$ cat config.mk
export PLATFORM = sky130hd
export DESIGN_NAME = vdac_front
export DESIGN_NICKNAME = d
export VERILOG_FILES = /design/src/rtl/vdac_pkg.sv /design/src/rtl/vdac_sync.sv /design/src/rtl/vdac_fifo.sv /design/src/rtl/vdac_front.sv
export SDC_FILE = /design/constraint.sdc
export NUM_CORES = 1
export LEC_CHECK = 0
export BUFFER_PORTS_ARGS = -buffer_cell sky130_fd_sc_hd__buf_4
export CORE_MARGIN = 1
export CORE_UTILIZATION = 50
export DETAILED_ROUTE_END_ITERATION = 10
export PLACE_DENSITY = 0.69
export RECOVER_POWER = 50
export SLEW_MARGIN = 0
export SYNTH_ARGS = -nofsm -noshare
export SYNTH_HDL_FRONTEND = slang
export SYNTH_SLANG_ARGS = --single-unit
$ cat constraint.sdc
create_clock -name SYS_CLK -period 3.4 [get_ports SYS_CLK]
set_input_delay 0.68 -clock SYS_CLK [delete_from_list [all_inputs] [get_ports SYS_CLK]]
set_output_delay 0.68 -clock SYS_CLK [all_outputs]
set_load 0.1 [all_outputs]
$ cat src/rtl/vdac_pkg.sv
// constants, types and field layout of the video converter input front end
//
// How it works
// - a rising strobe edge with blanking and white force both high loads the pixel word into the input register, which holds it until the next load or override.
// - the held word is read as an unsigned binary code, one of 256 gray steps from black to white.
// - a register of all ones gives the reference white level.
// - a register of all zeros gives the reference black level.
// - sync and blanking both low clear the register and pick the sync level.
// - blanking low alone clears the register and picks the blanking level.
// - white force low sets the register to all ones and picks reference white.
// - cursor boost low lifts whatever level is picked by one tenth of the picture span.
// - white force and cursor boost both low set the register to ones and give the top level.
// - an open control input reads as logic 0, that is, as an asserted override.
// - a three-state strap picks a black-to-blanking offset of 10, 20 or 0 IRE.
package vdac_pkg;

    localparam int unsigned PIX_W       = 8;
    localparam int unsigned LOG_DEPTH   = 16;
    localparam int unsigned AVS_ADDR_W  = 5;

    // byte addresses of the register words
    localparam logic [4:0] ADDR_CTRL    = 5'h00;
    localparam logic [4:0] ADDR_STATUS  = 5'h04;
    localparam logic [4:0] ADDR_PIXEL   = 5'h08;
    localparam logic [4:0] ADDR_LOG     = 5'h0c;
    localparam logic [4:0] ADDR_COUNT   = 5'h10;

    // control word fields
    localparam int unsigned CTRL_LOG_EN  = 0;
    localparam int unsigned CTRL_CLR_OVF = 1;
    localparam logic        CTRL_LOG_EN_RST = 1'b0;

    // status word fields
    localparam int unsigned STAT_LEVEL_LSB = 0;
    localparam int unsigned STAT_BOOST     = 3;
    localparam int unsigned STAT_SETUP_LSB = 4;
    localparam int unsigned STAT_OVF       = 6;
    localparam int unsigned STAT_EMPTY     = 7;

    // log word fields
    localparam int unsigned LOG_VALID      = 8;

    localparam logic [7:0]  PIX_ZERO  = 8'h00;
    localparam logic [7:0]  PIX_ONES  = 8'hff;
    localparam logic [31:0] WORD_ZERO = 32'h0000_0000;
    localparam logic [31:0] CNT_ONE   = 32'h0000_0001;

    typedef enum logic [2:0] {
        LVL_PICTURE = 3'h0,
        LVL_BLANK   = 3'h1,
        LVL_SYNC    = 3'h2,
        LVL_WHITE   = 3'h3
    } vdac_level_t;

    // black-to-blanking offset picked by the strap
    typedef enum logic [1:0] {
        SETUP_10IRE = 2'h0,
        SETUP_20IRE = 2'h1,
        SETUP_0IRE  = 2'h2
    } vdac_setup_t;

endpackage

$ cat src/rtl/vdac_sync.sv
// three-stage pin synchroniser with agreement filter
`timescale 1ns/1ps
module vdac_sync #(
    parameter int unsigned W = 1
) (
    // clock and reset
    input  wire logic         clk,
    input  wire logic         rst_n,
    input  wire logic         ce,
    // pins and filtered result
    input  wire logic [W-1:0] d_in,
    output logic      [W-1:0] q
);
    logic [W-1:0] s1;
    logic [W-1:0] s2;
    logic [W-1:0] s3;

    always_ff @(posedge clk) begin
        if (!rst_n) begin
            s1 <= '0;
            s2 <= '0;
            s3 <= '0;
        end else if (ce) begin
            s1 <= d_in;
            s2 <= s1;
            s3 <= s2;
        end
    end

    // per-bit: a change counts only once stages two and three agree
    always_ff @(posedge clk) begin
        if (!rst_n) begin
            q <= '0;
        end else if (ce) begin
            for (int i = 0; i < W; i++) begin
                if (s2[i] == s3[i]) begin
                    q[i] <= s3[i];
                end
            end
        end
    end
endmodule // vdac_sync

$ cat src/rtl/vdac_fifo.sv
// flip-flop fifo with valid and ready on both sides
`timescale 1ns/1ps
module vdac_fifo #(
    parameter int unsigned W     = 8,
    parameter int unsigned DEPTH = 16
) (
    // clock and reset
    input  wire logic         clk,
    input  wire logic         rst_n,
    input  wire logic         ce,
    // fill side
    input  wire logic         in_valid,
    output logic              in_ready,
    input  wire logic [W-1:0] in_data,
    // drain side
    output logic              out_valid,
    input  wire logic         out_ready,
    output logic      [W-1:0] out_data
);
    localparam int unsigned AW = $clog2(DEPTH);

    logic [W-1:0] mem [DEPTH];
    logic [AW:0]  wr_ptr;
    logic [AW:0]  rd_ptr;
    logic         push;
    logic         pop;

    // extra pointer bit tells full from empty
    assign out_valid = (wr_ptr != rd_ptr);
    assign in_ready  = (wr_ptr[AW-1:0] != rd_ptr[AW-1:0]) || (wr_ptr[AW] == rd_ptr[AW]);
    assign push      = ce && in_valid && in_ready;
    assign pop       = ce && out_valid && out_ready;
    assign out_data  = mem[rd_ptr[AW-1:0]];

    always_ff @(posedge clk) begin
        if (push) begin
            mem[wr_ptr[AW-1:0]] <= in_data;
        end
    end

    always_ff @(posedge clk) begin
        if (!rst_n) begin
            wr_ptr <= '0;
            rd_ptr <= '0;
        end else begin
            if (push) begin
                wr_ptr <= wr_ptr + 1'b1;
            end
            if (pop) begin
                rd_ptr <= rd_ptr + 1'b1;
            end
        end
    end
endmodule // vdac_fifo

$ cat src/rtl/vdac_front.sv
// input register, override logic and register slave of the video converter
`timescale 1ns/1ps
module vdac_front
    import vdac_pkg::*;
#(
    parameter int unsigned DEPTH = vdac_pkg::LOG_DEPTH
) (
    // clock, reset, enable
    input  wire logic                            SYS_CLK,
    input  wire logic                            RST_N,
    input  wire logic                            CLK_EN,
    // pixel pins
    input  wire logic [vdac_pkg::PIX_W-1:0]      PIX_DATA,
    input  wire logic                            PIX_STROBE,
    // active-low override pins
    input  wire logic                            SYNC_N,
    input  wire logic                            BLANK_N,
    input  wire logic                            WHITE_N,
    input  wire logic                            BOOST_N,
    // offset strap sense
    input  wire logic                            SETUP_NEG,
    input  wire logic                            SETUP_GND,
    // converter drive
    output logic      [vdac_pkg::PIX_W-1:0]      DAC_CODE,
    output vdac_pkg::vdac_level_t                DAC_LEVEL,
    output logic                                 DAC_BOOST,
    output vdac_pkg::vdac_setup_t                DAC_SETUP,
    // avalon-mm slave
    input  wire logic [vdac_pkg::AVS_ADDR_W-1:0] AVS_ADDRESS,
    input  wire logic                            AVS_READ,
    input  wire logic                            AVS_WRITE,
    input  wire logic [31:0]                     AVS_WRITEDATA,
    input  wire logic [3:0]                      AVS_BYTEENABLE,
    output logic      [31:0]                     AVS_READDATA,
    output logic                                 AVS_WAITREQUEST
);
    import vdac_pkg::*;

    localparam int unsigned SYNC_W = PIX_W + 7;

    logic [SYNC_W-1:0] pins_q;
    logic [PIX_W-1:0]  data_q;
    logic              strobe_q;
    logic              strobe_prev;
    logic              strobe_rise;
    logic              ov_sync;
    logic              ov_blank;
    logic              ov_white;
    logic              ov_boost;
    logic              ov_clear;
    logic              neg_q;
    logic              gnd_q;

    logic [PIX_W-1:0]  pix_reg;
    logic [PIX_W-1:0]  next_pix;
    vdac_level_t       next_level;

    logic              log_en;
    logic              log_ovf;
    logic [31:0]       cap_count;
    logic              log_in_ready;
    logic              log_out_valid;
    logic [PIX_W-1:0]  log_out_data;
    logic              log_push;
    logic              log_pop;

    logic              bus_req;
    logic              bus_ack;
    logic              bus_wr;
    logic              bus_rd;
    logic [31:0]       next_rdata;

    // one synchroniser for all pins keeps them aligned to each other
    vdac_sync #(
        .W (SYNC_W)
    ) u_sync (
        .clk   (SYS_CLK),
        .rst_n (RST_N),
        .ce    (CLK_EN),
        .d_in  ({SETUP_GND, SETUP_NEG, BOOST_N, WHITE_N, BLANK_N, SYNC_N,
                 PIX_STROBE, PIX_DATA}),
        .q     (pins_q)
    );

    assign data_q   = pins_q[PIX_W-1:0];
    assign strobe_q = pins_q[PIX_W];
    // a floating pin settles low, so low means asserted
    assign ov_sync  = !pins_q[PIX_W+1];
    assign ov_blank = !pins_q[PIX_W+2];
    assign ov_white = !pins_q[PIX_W+3];
    assign ov_boost = !pins_q[PIX_W+4];
    assign neg_q    = pins_q[PIX_W+5];
    assign gnd_q    = pins_q[PIX_W+6];

    // sync only acts together with blanking
    assign ov_clear = ov_blank;

    always_ff @(posedge SYS_CLK) begin
        if (!RST_N) begin
            strobe_prev <= 1'b0;
        end else if (CLK_EN) begin
            strobe_prev <= strobe_q;
        end
    end

    assign strobe_rise = strobe_q && !strobe_prev;

    // overrides take priority over the strobe every cycle; a clear beats a
    // set so an illegal mix still gives a known code
    always_comb begin
        next_pix = pix_reg;
        if (ov_clear) begin
            next_pix = PIX_ZERO;
        end else if (ov_white) begin
            next_pix = PIX_ONES;
        end else if (strobe_rise) begin
            next_pix = data_q;
        end
    end

    always_comb begin
        next_level = LVL_PICTURE;
        if (ov_clear && ov_sync) begin
            next_level = LVL_SYNC;
        end else if (ov_clear) begin
            next_level = LVL_BLANK;
        end else if (ov_white) begin
            next_level = LVL_WHITE;
        end
    end

    always_ff @(posedge SYS_CLK) begin
        if (!RST_N) begin
            pix_reg <= PIX_ZERO;
        end else if (CLK_EN) begin
            pix_reg <= next_pix;
        end
    end

    // code is straight binary: zero is black, all ones is white
    assign DAC_CODE = pix_reg;

    always_ff @(posedge SYS_CLK) begin
        if (!RST_N) begin
            DAC_LEVEL <= LVL_PICTURE;
            DAC_BOOST <= 1'b0;
        end else if (CLK_EN) begin
            DAC_LEVEL <= next_level;
            DAC_BOOST <= ov_boost;
        end
    end

    // strap is a board tie; following it every cycle means the reset zeros
    // still in the synchroniser right after release never stick
    always_ff @(posedge SYS_CLK) begin
        if (!RST_N) begin
            DAC_SETUP <= SETUP_10IRE;
        end else if (CLK_EN) begin
            if (neg_q && !gnd_q) begin
                DAC_SETUP <= SETUP_20IRE;
            end else if (gnd_q && !neg_q) begin
                DAC_SETUP <= SETUP_0IRE;
            end else begin
                DAC_SETUP <= SETUP_10IRE;
            end
        end
    end

    // capture log: full fifo drops the word and flags it, strobe cannot stall
    assign log_push = CLK_EN && log_en && strobe_rise && !ov_clear && !ov_white;

    vdac_fifo #(
        .W     (PIX_W),
        .DEPTH (DEPTH)
    ) u_log (
        .clk       (SYS_CLK),
        .rst_n     (RST_N),
        .ce        (CLK_EN),
        .in_valid  (log_push),
        .in_ready  (log_in_ready),
        .in_data   (data_q),
        .out_valid (log_out_valid),
        .out_ready (log_pop),
        .out_data  (log_out_data)
    );

    always_ff @(posedge SYS_CLK) begin
        if (!RST_N) begin
            cap_count <= WORD_ZERO;
        end else if (CLK_EN && strobe_rise && !ov_clear && !ov_white) begin
            cap_count <= cap_count + CNT_ONE;
        end
    end

    // bus: one wait cycle, answer on the second edge of the request
    assign bus_req         = AVS_READ || AVS_WRITE;
    // a frozen block must not answer: the write or the pop would be lost
    assign AVS_WAITREQUEST = bus_req && !(bus_ack && CLK_EN);
    assign bus_wr          = CLK_EN && AVS_WRITE && bus_ack;
    assign bus_rd          = CLK_EN && AVS_READ && bus_ack;
    assign log_pop         = bus_rd && (AVS_ADDRESS == ADDR_LOG);

    always_ff @(posedge SYS_CLK) begin
        if (!RST_N) begin
            bus_ack <= 1'b0;
        end else if (CLK_EN) begin
            bus_ack <= bus_req && !bus_ack;
        end
    end

    always_ff @(posedge SYS_CLK) begin
        if (!RST_N) begin
            log_en <= CTRL_LOG_EN_RST;
        end else if (bus_wr && AVS_ADDRESS == ADDR_CTRL && AVS_BYTEENABLE[0]) begin
            log_en <= AVS_WRITEDATA[CTRL_LOG_EN];
        end
    end

    // a drop in the same cycle as the clear keeps the flag set
    always_ff @(posedge SYS_CLK) begin
        if (!RST_N) begin
            log_ovf <= 1'b0;
        end else if (CLK_EN) begin
            if (log_push && !log_in_ready) begin
                log_ovf <= 1'b1;
            end else if (bus_wr && AVS_ADDRESS == ADDR_CTRL && AVS_BYTEENABLE[0]
                         && AVS_WRITEDATA[CTRL_CLR_OVF]) begin
                log_ovf <= 1'b0;
            end
        end
    end

    always_comb begin
        next_rdata = WORD_ZERO;
        case (AVS_ADDRESS)
            ADDR_CTRL: begin
                next_rdata[CTRL_LOG_EN] = log_en;
            end
            ADDR_STATUS: begin
                next_rdata[STAT_LEVEL_LSB +: 3] = DAC_LEVEL;
                next_rdata[STAT_BOOST]          = DAC_BOOST;
                next_rdata[STAT_SETUP_LSB +: 2] = DAC_SETUP;
                next_rdata[STAT_OVF]            = log_ovf;
                next_rdata[STAT_EMPTY]          = !log_out_valid;
            end
            ADDR_PIXEL: begin
                next_rdata[PIX_W-1:0] = pix_reg;
            end
            ADDR_LOG: begin
                next_rdata[PIX_W-1:0] = log_out_valid ? log_out_data : PIX_ZERO;
                next_rdata[LOG_VALID] = log_out_valid;
            end
            ADDR_COUNT: begin
                next_rdata = cap_count;
            end
            default: begin
                next_rdata = WORD_ZERO;
            end
        endcase
    end

    always_ff @(posedge SYS_CLK) begin
        if (!RST_N) begin
            AVS_READDATA <= WORD_ZERO;
        end else if (CLK_EN && AVS_READ && !bus_ack) begin
            AVS_READDATA <= next_rdata;
        end
    end

    chk_capture_word: assert property (
        @(posedge SYS_CLK) disable iff (!RST_N)
        (CLK_EN && strobe_rise && !ov_clear && !ov_white) |=> (pix_reg == $past(data_q)))
        else $error("strobe edge did not load the pixel word");

    chk_hold_word: assert property (
        @(posedge SYS_CLK) disable iff (!RST_N)
        (CLK_EN && !strobe_rise && !ov_clear && !ov_white) |=> $stable(pix_reg))
        else $error("input register changed without strobe or override");

    chk_sync_clear: assert property (
        @(posedge SYS_CLK) disable iff (!RST_N)
        (CLK_EN && ov_sync && ov_blank) |=> (DAC_CODE == PIX_ZERO && DAC_LEVEL == LVL_SYNC))
        else $error("sync with blanking did not clear and pick sync level");

    chk_blank_clear: assert property (
        @(posedge SYS_CLK) disable iff (!RST_N)
        (CLK_EN && ov_blank && !ov_sync) |=> (pix_reg == PIX_ZERO && DAC_LEVEL == LVL_BLANK))
        else $error("blanking did not clear and pick blanking level");

    chk_white_set: assert property (
        @(posedge SYS_CLK) disable iff (!RST_N)
        (CLK_EN && ov_white && !ov_clear) |=> (pix_reg == PIX_ONES && DAC_LEVEL == LVL_WHITE))
        else $error("white force did not set register to ones");

    chk_boost_follow: assert property (
        @(posedge SYS_CLK) disable iff (!RST_N)
        (CLK_EN && ov_boost && !ov_white && !ov_clear) |=>
            (DAC_BOOST && DAC_LEVEL == LVL_PICTURE && pix_reg == $past(next_pix)))
        else $error("boost changed the register or was not flagged");

    chk_cursor_top: assert property (
        @(posedge SYS_CLK) disable iff (!RST_N)
        (CLK_EN && ov_white && ov_boost && !ov_clear) |=>
            (DAC_BOOST && DAC_LEVEL == LVL_WHITE && DAC_CODE == PIX_ONES))
        else $error("cursor combination did not reach top level");

    chk_strap_pick: assert property (
        @(posedge SYS_CLK) disable iff (!RST_N)
        (CLK_EN && neg_q && !gnd_q) |=> (DAC_SETUP == SETUP_20IRE))
        else $error("negative strap did not give 20 IRE setup");

    chk_bus_answer: assert property (
        @(posedge SYS_CLK) disable iff (!RST_N)
        (CLK_EN && bus_req && !bus_ack) ##1 CLK_EN |-> !AVS_WAITREQUEST)
        else $error("bus answer not given on second edge");

    chk_boost_flag: assert property (
        @(posedge SYS_CLK) disable iff (!RST_N)
        CLK_EN |=> (DAC_BOOST == $past(ov_boost)))
        else $error("boost flag does not follow the boost pin");

    chk_picture_level: assert property (
        @(posedge SYS_CLK) disable iff (!RST_N)
        (CLK_EN && !ov_clear && !ov_white) |=> (DAC_LEVEL == LVL_PICTURE))
        else $error("picture level not picked without overrides");

    chk_strap_ground: assert property (
        @(posedge SYS_CLK) disable iff (!RST_N)
        (CLK_EN && gnd_q && !neg_q) |=> (DAC_SETUP == SETUP_0IRE))
        else $error("ground strap did not give 0 IRE setup");

    chk_strap_open: assert property (
        @(posedge SYS_CLK) disable iff (!RST_N)
        (CLK_EN && (gnd_q == neg_q)) |=> (DAC_SETUP == SETUP_10IRE))
        else $error("open strap did not give 10 IRE setup");

    chk_freeze_state: assert property (
        @(posedge SYS_CLK) disable iff (!RST_N)
        !CLK_EN |=> ($stable(pix_reg) && $stable(DAC_LEVEL) && $stable(cap_count)))
        else $error("state moved while clock enable was low");

    chk_wait_frozen: assert property (
        @(posedge SYS_CLK) disable iff (!RST_N)
        (!CLK_EN && bus_req) |-> AVS_WAITREQUEST)
        else $error("bus answered while clock enable was low");

    chk_overflow_set: assert property (
        @(posedge SYS_CLK) disable iff (!RST_N)
        (log_push && !log_in_ready) |=> log_ovf)
        else $error("dropped capture did not raise overflow");

endmodule // vdac_front

==> summary by stage, run 1 <==
Outcome
The flow ran to the end, but the final reports show violations. The final reports fail on max-capacitance violations, max-slew violations.

Place
Including well taps, the total number of placed cells is ~1300. After legalization and detailed placement, the total HPWL measured around 16000 microns. Input and output buffers added on the ports amount to 73. At the end of routability-driven placement, the weighted congestion stood at ~0.78.

Critical path
The master of the slowest instance on the critical path is sky130_fd_sc_hd__inv_1. The maximum single-stage delay on the critical path is 1.57 ns. The class of the most critical setup path is primary input to flip-flop. The data arrival time of the critical path is approximately 3.0 ns.

The launching element type of the critical path is a primary input. The data required time of the critical path is 3.82 ns. In this run the worst path has a maximum fanout of 70. The kind of end point of the critical path is a flip-flop. The signal on the critical path passes through buf_4, inv_1, buf_12, nor2_1.

Logic synthesis
When the netlist entered floorplanning its net count stood at 1040. The cell area after technology mapping is approximately 0.011 sq mm. After synthesis, the most frequently instantiated cells are sky130_fd_sc_hd__dfxtp_1, sky130_fd_sc_hd__edfxtp_1, sky130_fd_sc_hd__nor2_1, sky130_fd_sc_hd__nand2_1, sky130_fd_sc_hd__a21oi_1. For this run, asynchronously set or reset flops after synthesis account for 0%. The mean post-synth cell area is roughly 12 sq um. The number of flip-flops and latches in the synthesized netlist is approximately 280. In this run the biggest area consumer among cell types represents 33.7% of the synthesized area. The most used flip-flop cell after synthesis is sky130_fd_sc_hd__dfxtp_1.

After synthesis, the cell types taking the most area are sky130_fd_sc_hd__edfxtp_1, sky130_fd_sc_hd__dfxtp_1, sky130_fd_sc_hd__mux4_2, sky130_fd_sc_hd__mux2i_1, sky130_fd_sc_hd__nor2_1. Summing the sequential cell areas from Yosys gives approximately three fifths of the chip area. The most frequent cell after synthesis is sky130_fd_sc_hd__dfxtp_1.

The number of instances in the synthesized netlist is approximately 970. The biggest area contributor in the post-synthesis netlist is sky130_fd_sc_hd__edfxtp_1. After synthesis, the netlist uses 51 different library cells. The number of enable flip-flop cells after synthesis is 128.

The warning count from the yosys run is 0.

Route
After detailed routing, the total wire length is 24300 microns. The routed layout has around 7600 vias. Using the TritonRoute via totals, the vias-per-cell ratio works out to between 5 and 6.

For this run, design rule violations remaining after detail routing come to 0. The first routing iteration left between 500 and 600 violations. The pre-antenna-repair detailed-routing pass consisted of 5 iterations. The average detailed-routed wire length per instance is 18.3 microns.

The number of routed nets with antenna violations is 0.

Timing
The aggregate negative setup slack is 0 ns. The portion of the clock cycle consumed by the worst path in the final layout is roughly three quarters. The total count of max-transition violations in the final report is around 70. For the final database, setup skew stands at 0.0180 ns. Timing would allow up to approximately 390 MHz. Setup repair after global routing left no endpoint under its margin. The count of endpoints failing setup in the final report is 0. The slew of the pin with the lowest slew margin is between 2 and 2.5 ns. The final critical-path required period is approximately 2.6 ns. Headroom to the max-slew limit came out at -46.7%. The final hold violation count is 0.

Cells and area
The fraction of layout cells with a size suffix above 1 is about 16%. The finished layout holds 1332 standard cells, fillers aside. Compared with the post-synthesis result, the final layout area differs by 14.9%. For this run, the post-layout net count is ~1100.

Once layout is complete, the utilization of the core stands at between 50 and 60%. The repair_antennas step left the layout with diodes totalling 0.

Clock network
TritonCTS built the clock tree. The number of hold buffers added after CTS was 0. The buffer levels on the longest clock path is 3. Clock-pin slew was measured on the worst setup and hold paths at roughly 0.060 ns. The clock buffer count from CTS is 29.

The later-pin clock latency in the skew report is 0.54 ns. The buffer count from post-CTS setup fixing is 0. CTS built an H-tree with a depth of 1. The clock sink total is around 280.

The cell at the root of the clock tree is sky130_fd_sc_hd__clkbuf_16. Post-CTS repair changed the size of 0 cells.

Global route
The total routing resource utilization after global routing is about a fifth. Entering global routing, the biggest net connects 71 pins. The number of global-route vias before repair is ~7000. The wire length of the first global-routing pass is around 39000 microns. The final global-route overflow total is 0.

The number of antenna violations at the first check in global routing is 0.

Die
The total core area is approximately 0.022 sq mm. The floorplan die area is 0.0234 sq mm. The floorplan step set the die width to approximately 150 microns. The starting density of the core is around half.

In this run the count of I/O pins placed on the die edge is ~110. The count of standard-cell rows is 54. Measured along the y axis, the die boundary spans between 150 and 200 microns.

Power
Summing internal, switching and leakage power gives 6.91 mW. The areal power density over the cells is 527 mW/mm^2. Across the VDD grid, the largest voltage drop is a little over 0.0004 V. The leakage power of the design is 5.11 nW.

Run
The max-cap check violation count is 1.

Min path
The path category of the worst min-delay check is primary input to flip-flop.
placed cells by master, fill, tap and decap left out, types with 16 or more instances in the layout:
master and count:
sky130_fd_sc_hd__mux4_2 32, sky130_fd_sc_hd__nor4_1 16, sky130_fd_sc_hd__nor2_1 118, sky130_fd_sc_hd__buf_4 82, sky130_fd_sc_hd__nand2_1 71, sky130_fd_sc_hd__a21oi_1 62, sky130_fd_sc_hd__mux2i_1 53, sky130_fd_sc_hd__o21ai_0 40
sky130_fd_sc_hd__nand3_1 41, sky130_fd_sc_hd__edfxtp_1 128, sky130_fd_sc_hd__and3_1 16, sky130_fd_sc_hd__xnor2_1 25, sky130_fd_sc_hd__dfxtp_1 154, sky130_fd_sc_hd__clkbuf_16 30
metal layers:
metal,routed length [microns],track usage (%),part of all wire (%),vias up
met3,1380,3.32,5.7,40
met1,11000,29.0,45,3674
li1,-,-,-,3663
met2,11500,33.7,47,180
met4,513,5.92,2.1,0
met5,0,0,0,-
power breakdown:
part	internal [mW]	switching (mW)
sequential	3.55	0.0227
clock	1.83	1.26
combinational	0.0771	0.167
cell families after synthesis:
kind of cell,count (synthesis),synth area share (%)
compound gates,158,8.09
xor+xnor,32,2.59
fa+ha+maj,6,0.658
buf+inv,75,2.69
flops,283,60.9
mux,85,11.0
other cells,1,0.0328
simple gates,333,14.1
through the flow:
step	setup slack [ns]	hold WS, ns	area (sq um)
floorplan	0.444	0.436	11400
global placement	0.935	0.440	12200
detailed placement	0.962	0.445	12200
CTS	1.06	0.361	13100
global route	0.625	0.361	13100
finish	0.841	0.373	13100
cell type report:
type / count / area (sq um)
fill: 1795 / 8970
clock buffer: 42 / 826
multi-input combinational: 615 / 4170
clock inverter: 11 / 104
tap: 280 / 350
timing repair buffer: 87 / 667
inverter: 14 / 52.6
sequential: 283 / 6950
worst max-delay path: cells and delay by family:
| kind | cells | cell delay, ns |
|---|---|---|
| buffers and inverters | 3 | 2.14 |
| and+or+nand+nor | 1 | 0.09 |
final timing paths:
check,to,slack (ns),cells past startpoint,start
worst max-delay path,u_sync.s1[9],0.84,4,RST_N
worst min-delay path,u_sync.s1[13],0.37,3,SETUP_NEG
worst max register to register,u_log.mem[15][3],1.06,5,u_sync.q[10]
worst min register to register,AVS_READDATA[31],0.45,2,AVS_READDATA[31]
state kept, by name (all words and copies together), names as in the netlist, 2 cells and up, named ones only:
register      flops
u_sync.s3        15
u_sync.q         15
u_log.rd_ptr      5
u_sync.s1        15
DAC_LEVEL         2
u_log.mem       128
AVS_READDATA     32
DAC_SETUP         2
u_sync.s2        15
DAC_CODE          8
cap_count        32
u_log.wr_ptr      5
No activity file was read; power rests on OpenSTA's default activity.
==> inputs of run 2 (changes only) <==
==> constraint.sdc (replaced) <==
create_clock -name SYS_CLK -period 2.38 [get_ports SYS_CLK]
set_input_delay 0.476 -clock SYS_CLK [delete_from_list [all_inputs] [get_ports SYS_CLK]]
set_output_delay 0.476 -clock SYS_CLK [all_outputs]
set_load 0.1 [all_outputs]
==> summary by stage, run 2 (same netlist as run 1, synthesis figures left out) <==
Outcome
The run finished with clean final reports.

Die
The count of standard-cell rows is 54. The total core area is about 0.022 sq mm. The die is 153 microns wide. The number of top-level pins is roughly 110. The die covers 0.0234 sq mm.

The height of the die is about 150 microns. Once the floorplan was initialized, standard cells occupied slightly above 50% of the core.

Place
At the end of routability-driven placement, the weighted congestion stood at ~0.88. The HPWL after detailed placement is roughly 16000 microns. The number of placed cells counting well taps is 1300. The worst setup slack after placement is between 0.2 and 0.25 ns. The number of buffer cells added on primary ports is 73.

Clock network
The clock sink total is 283. TritonCTS built the clock tree. After clock tree synthesis, the clock-pin slew on the worst setup and hold paths is approximately 0.060 ns. Once the clock tree was built, the resizer swapped 0 gates to a different size. The clock reaches the later pin of the worst-skew pair after between 0.5 and 0.6 ns. After clock tree synthesis, the flow added hold-fix buffers numbering 0. The cell at the root of the clock tree is sky130_fd_sc_hd__clkbuf_16. The clock buffer count from CTS is 28. The buffer levels on the longest clock path is 3.

In this run the number of H-tree levels came out at 1. The buffer count from post-CTS setup fixing is 0.

Route
After detailed routing, the number of remaining DRC violations is 0. The average detailed-routed wire length per instance is between 15 and 20 microns. The first detailed-routing pass took 5 iterations. The detailed-route vias per instance is between 5 and 6.

The DRC marker count from the first detailed-route iteration is 461. The number of vias after detailed routing is between 7000 and 8000. The count of nets left with antenna violations once routing finished came out at 0. The final wirelength is approximately 24000 microns.

Timing
The final hold violation count is 0. The slew of the pin with the lowest slew margin is 1.45 ns. The clock arrives with ~0.017 ns of skew. The count of endpoints failing setup in the final report is 0.

In this run the tightest slew margin relative to its limit is 3.47%. The total count of max-transition violations in the final report is 0. Setup repair after global routing left no endpoint under its margin.

The final worst setup slack is approximately 0.18 ns. For the final routed database, the setup TNS stands at 0 ns. The portion of the clock cycle consumed by the worst path in the final layout is 92.2%.

The highest clock rate is 456 MHz. The clock period could shrink to about 2.2 ns.

Min path
The worst hold path depth is 3. The worst hold path begins at BLANK_N. The path category of the worst min-delay check is primary input to flip-flop. The end of the worst hold path is u_sync.s1[10].

Run
Max-cap violations in this run came to 0.

Cells and area
The fraction of layout cells with a size suffix above 1 is between 15 and 20%. Compared with the post-synthesis result, the final layout area differs by 15.7%. Once layout is complete, the cells apart from fillers number roughly 1400. For this run, the post-layout net count is ~1100. The most frequent standard cell in the layout excluding fill and tap cells is sky130_fd_sc_hd__dfxtp_1. In the layout the commonest cells are sky130_fd_sc_hd__dfxtp_1, sky130_fd_sc_hd__edfxtp_1, sky130_fd_sc_hd__nor2_1, sky130_fd_sc_hd__buf_4, sky130_fd_sc_hd__nand2_1. The flip-flop count of the largest register after layout is 128. Counting the fill cells in the layout gives 1754.

The total inserted antenna cells is 0.

Critical path
Measured in cells, the most critical reg-to-reg path has a length of 5. Data on the critical path arrives at its endpoint at approximately 2.4 ns. The critical path is of the flip-flop to flip-flop type. Walking the worst path, the cells encountered are and4b_1, nand3_1, a21oi_1, buf_4, and3_1. The data required time of the critical path is roughly 2.5 ns. The reg-to-reg critical path endpoint is u_log.mem[15][3].

The startpoint of the worst register-to-register path is u_sync.q[8]. The launching element type of the critical path is a flip-flop. Setup slack on the worst reg-to-reg path comes out at between 0.15 and 0.2 ns. In this run the worst path has a maximum fanout of 17. On the worst path, the slowest cell contributes a delay of a little over 0.5 ns. Among all stages on the critical path, the largest delay is contributed by sky130_fd_sc_hd__and3_1. The worst setup path is captured at a flip-flop.

Global route
The pin count of the biggest net entering global routing is 77. The total routing resource utilization after global routing is 20.8%. The number of global-route vias before repair is 7249. The final global-route overflow total is 0. The number of antenna violations at the first check in global routing came to 0. The wire length of the first global-routing pass is around 39000 microns.

Power
The leakage power of the design is 5.20 nW. The cell-internal power is ~7.7 mW. For this design the total switching power over the nets is 2.01 mW. VDD sags by at most about 0.00073 V.

Of the total power, combinational logic draws between 3 and 4%. Sequential cells account for a little over half of the total power. The areal power density over the cells is approximately 730 mW/mm^2.

The clock network fraction of total power is 43.7%. The switching share of total power is between 20% and 30%.
[run 2: cell types whose count changed in the layout (fill, tap and decap cells not counted), moves of 2 or more]
cell and change:
sky130_fd_sc_hd__clkbuf_2 +22, sky130_fd_sc_hd__clkbuf_8 +5, sky130_fd_sc_hd__clkinv_1 -4, sky130_fd_sc_hd__bufinv_16 -2
[run 2: area by class of cell]
class	instances	area [sq um]	share of cell area (%)
clock buffer	49	883	6.69
clock inverter	3	15.0	0.114
inverter	14	52.6	0.398
multi-input combinational	615	4180	31.7
sequential	283	6950	52.6
tap	280	350	2.65
timing repair buffer	108	772	5.85
[run 2: per-layer routing]
layer / share of wire (%) / wire length, microns / GRT usage [%] / vias to the layer above
met3: 6.1 / 1480 / 3.66 / 37
met5: 0 / 0 / 0 / -
met4: 2.3 / 550 / 6.49 / 0
met2: 47 / 11400 / 33.7 / 229
met1: 45 / 11000 / 28.7 / 3695
li1: - / - / - / 3713
[run 2: worst max-delay path by stage]
stage,cells after the start,to,start,slack (ns)
after detailed placement,5,u_log.mem[15][3],u_sync.q[8],0.21
after CTS,5,u_log.mem[15][3],u_sync.q[8],0.17
after floorplan,4,AVS_WAITREQUEST,CLK_EN,0.15
after global placement,5,u_log.mem[15][1],u_sync.q[8],0.27
final,5,u_log.mem[15][3],u_sync.q[8],0.18
after global routing,5,u_log.mem[15][3],u_sync.q[8],0.01
[run 2: power groups by stage]
stage / sequential [mW] / clock (mW) / combinational, mW
2_1_floorplan: 5.27 / 0 / 0.183
3_3_place_gp: 5.21 / 0 / 0.357
3_5_place_dp: 5.21 / 0 / 0.361
4_1_cts: 5.11 / 4.31 / 0.361
5_1_grt: 5.11 / 4.48 / 0.381
6_report: 5.11 / 4.23 / 0.355
[run 2: through the flow]
| stage | util [%] | hold slack, ns | area (sq um) | power, mW |
|---|---|---|---|---|
| floorplan | - | 0.436 | 11400 | 5.45 |
| global placement | 56.1 | 0.439 | 12400 | 5.57 |
| detailed placement | 56.1 | 0.446 | 12400 | 5.57 |
| CTS | 60.1 | 0.156 | 13300 | 9.78 |
| global route | 59.8 | 0.163 | 13200 | 9.97 |
| finish | 59.8 | 0.171 | 13200 | 9.70 |
[run 2: worst max-delay path: cells and delay by family, from the launching register on]
kind	cells	cell delay, ns
and+or+nand+nor	3	0.91
buffers and inverters	1	0.26
AOI/OAI and AO/OA	1	0.26
DFF	1	0.39
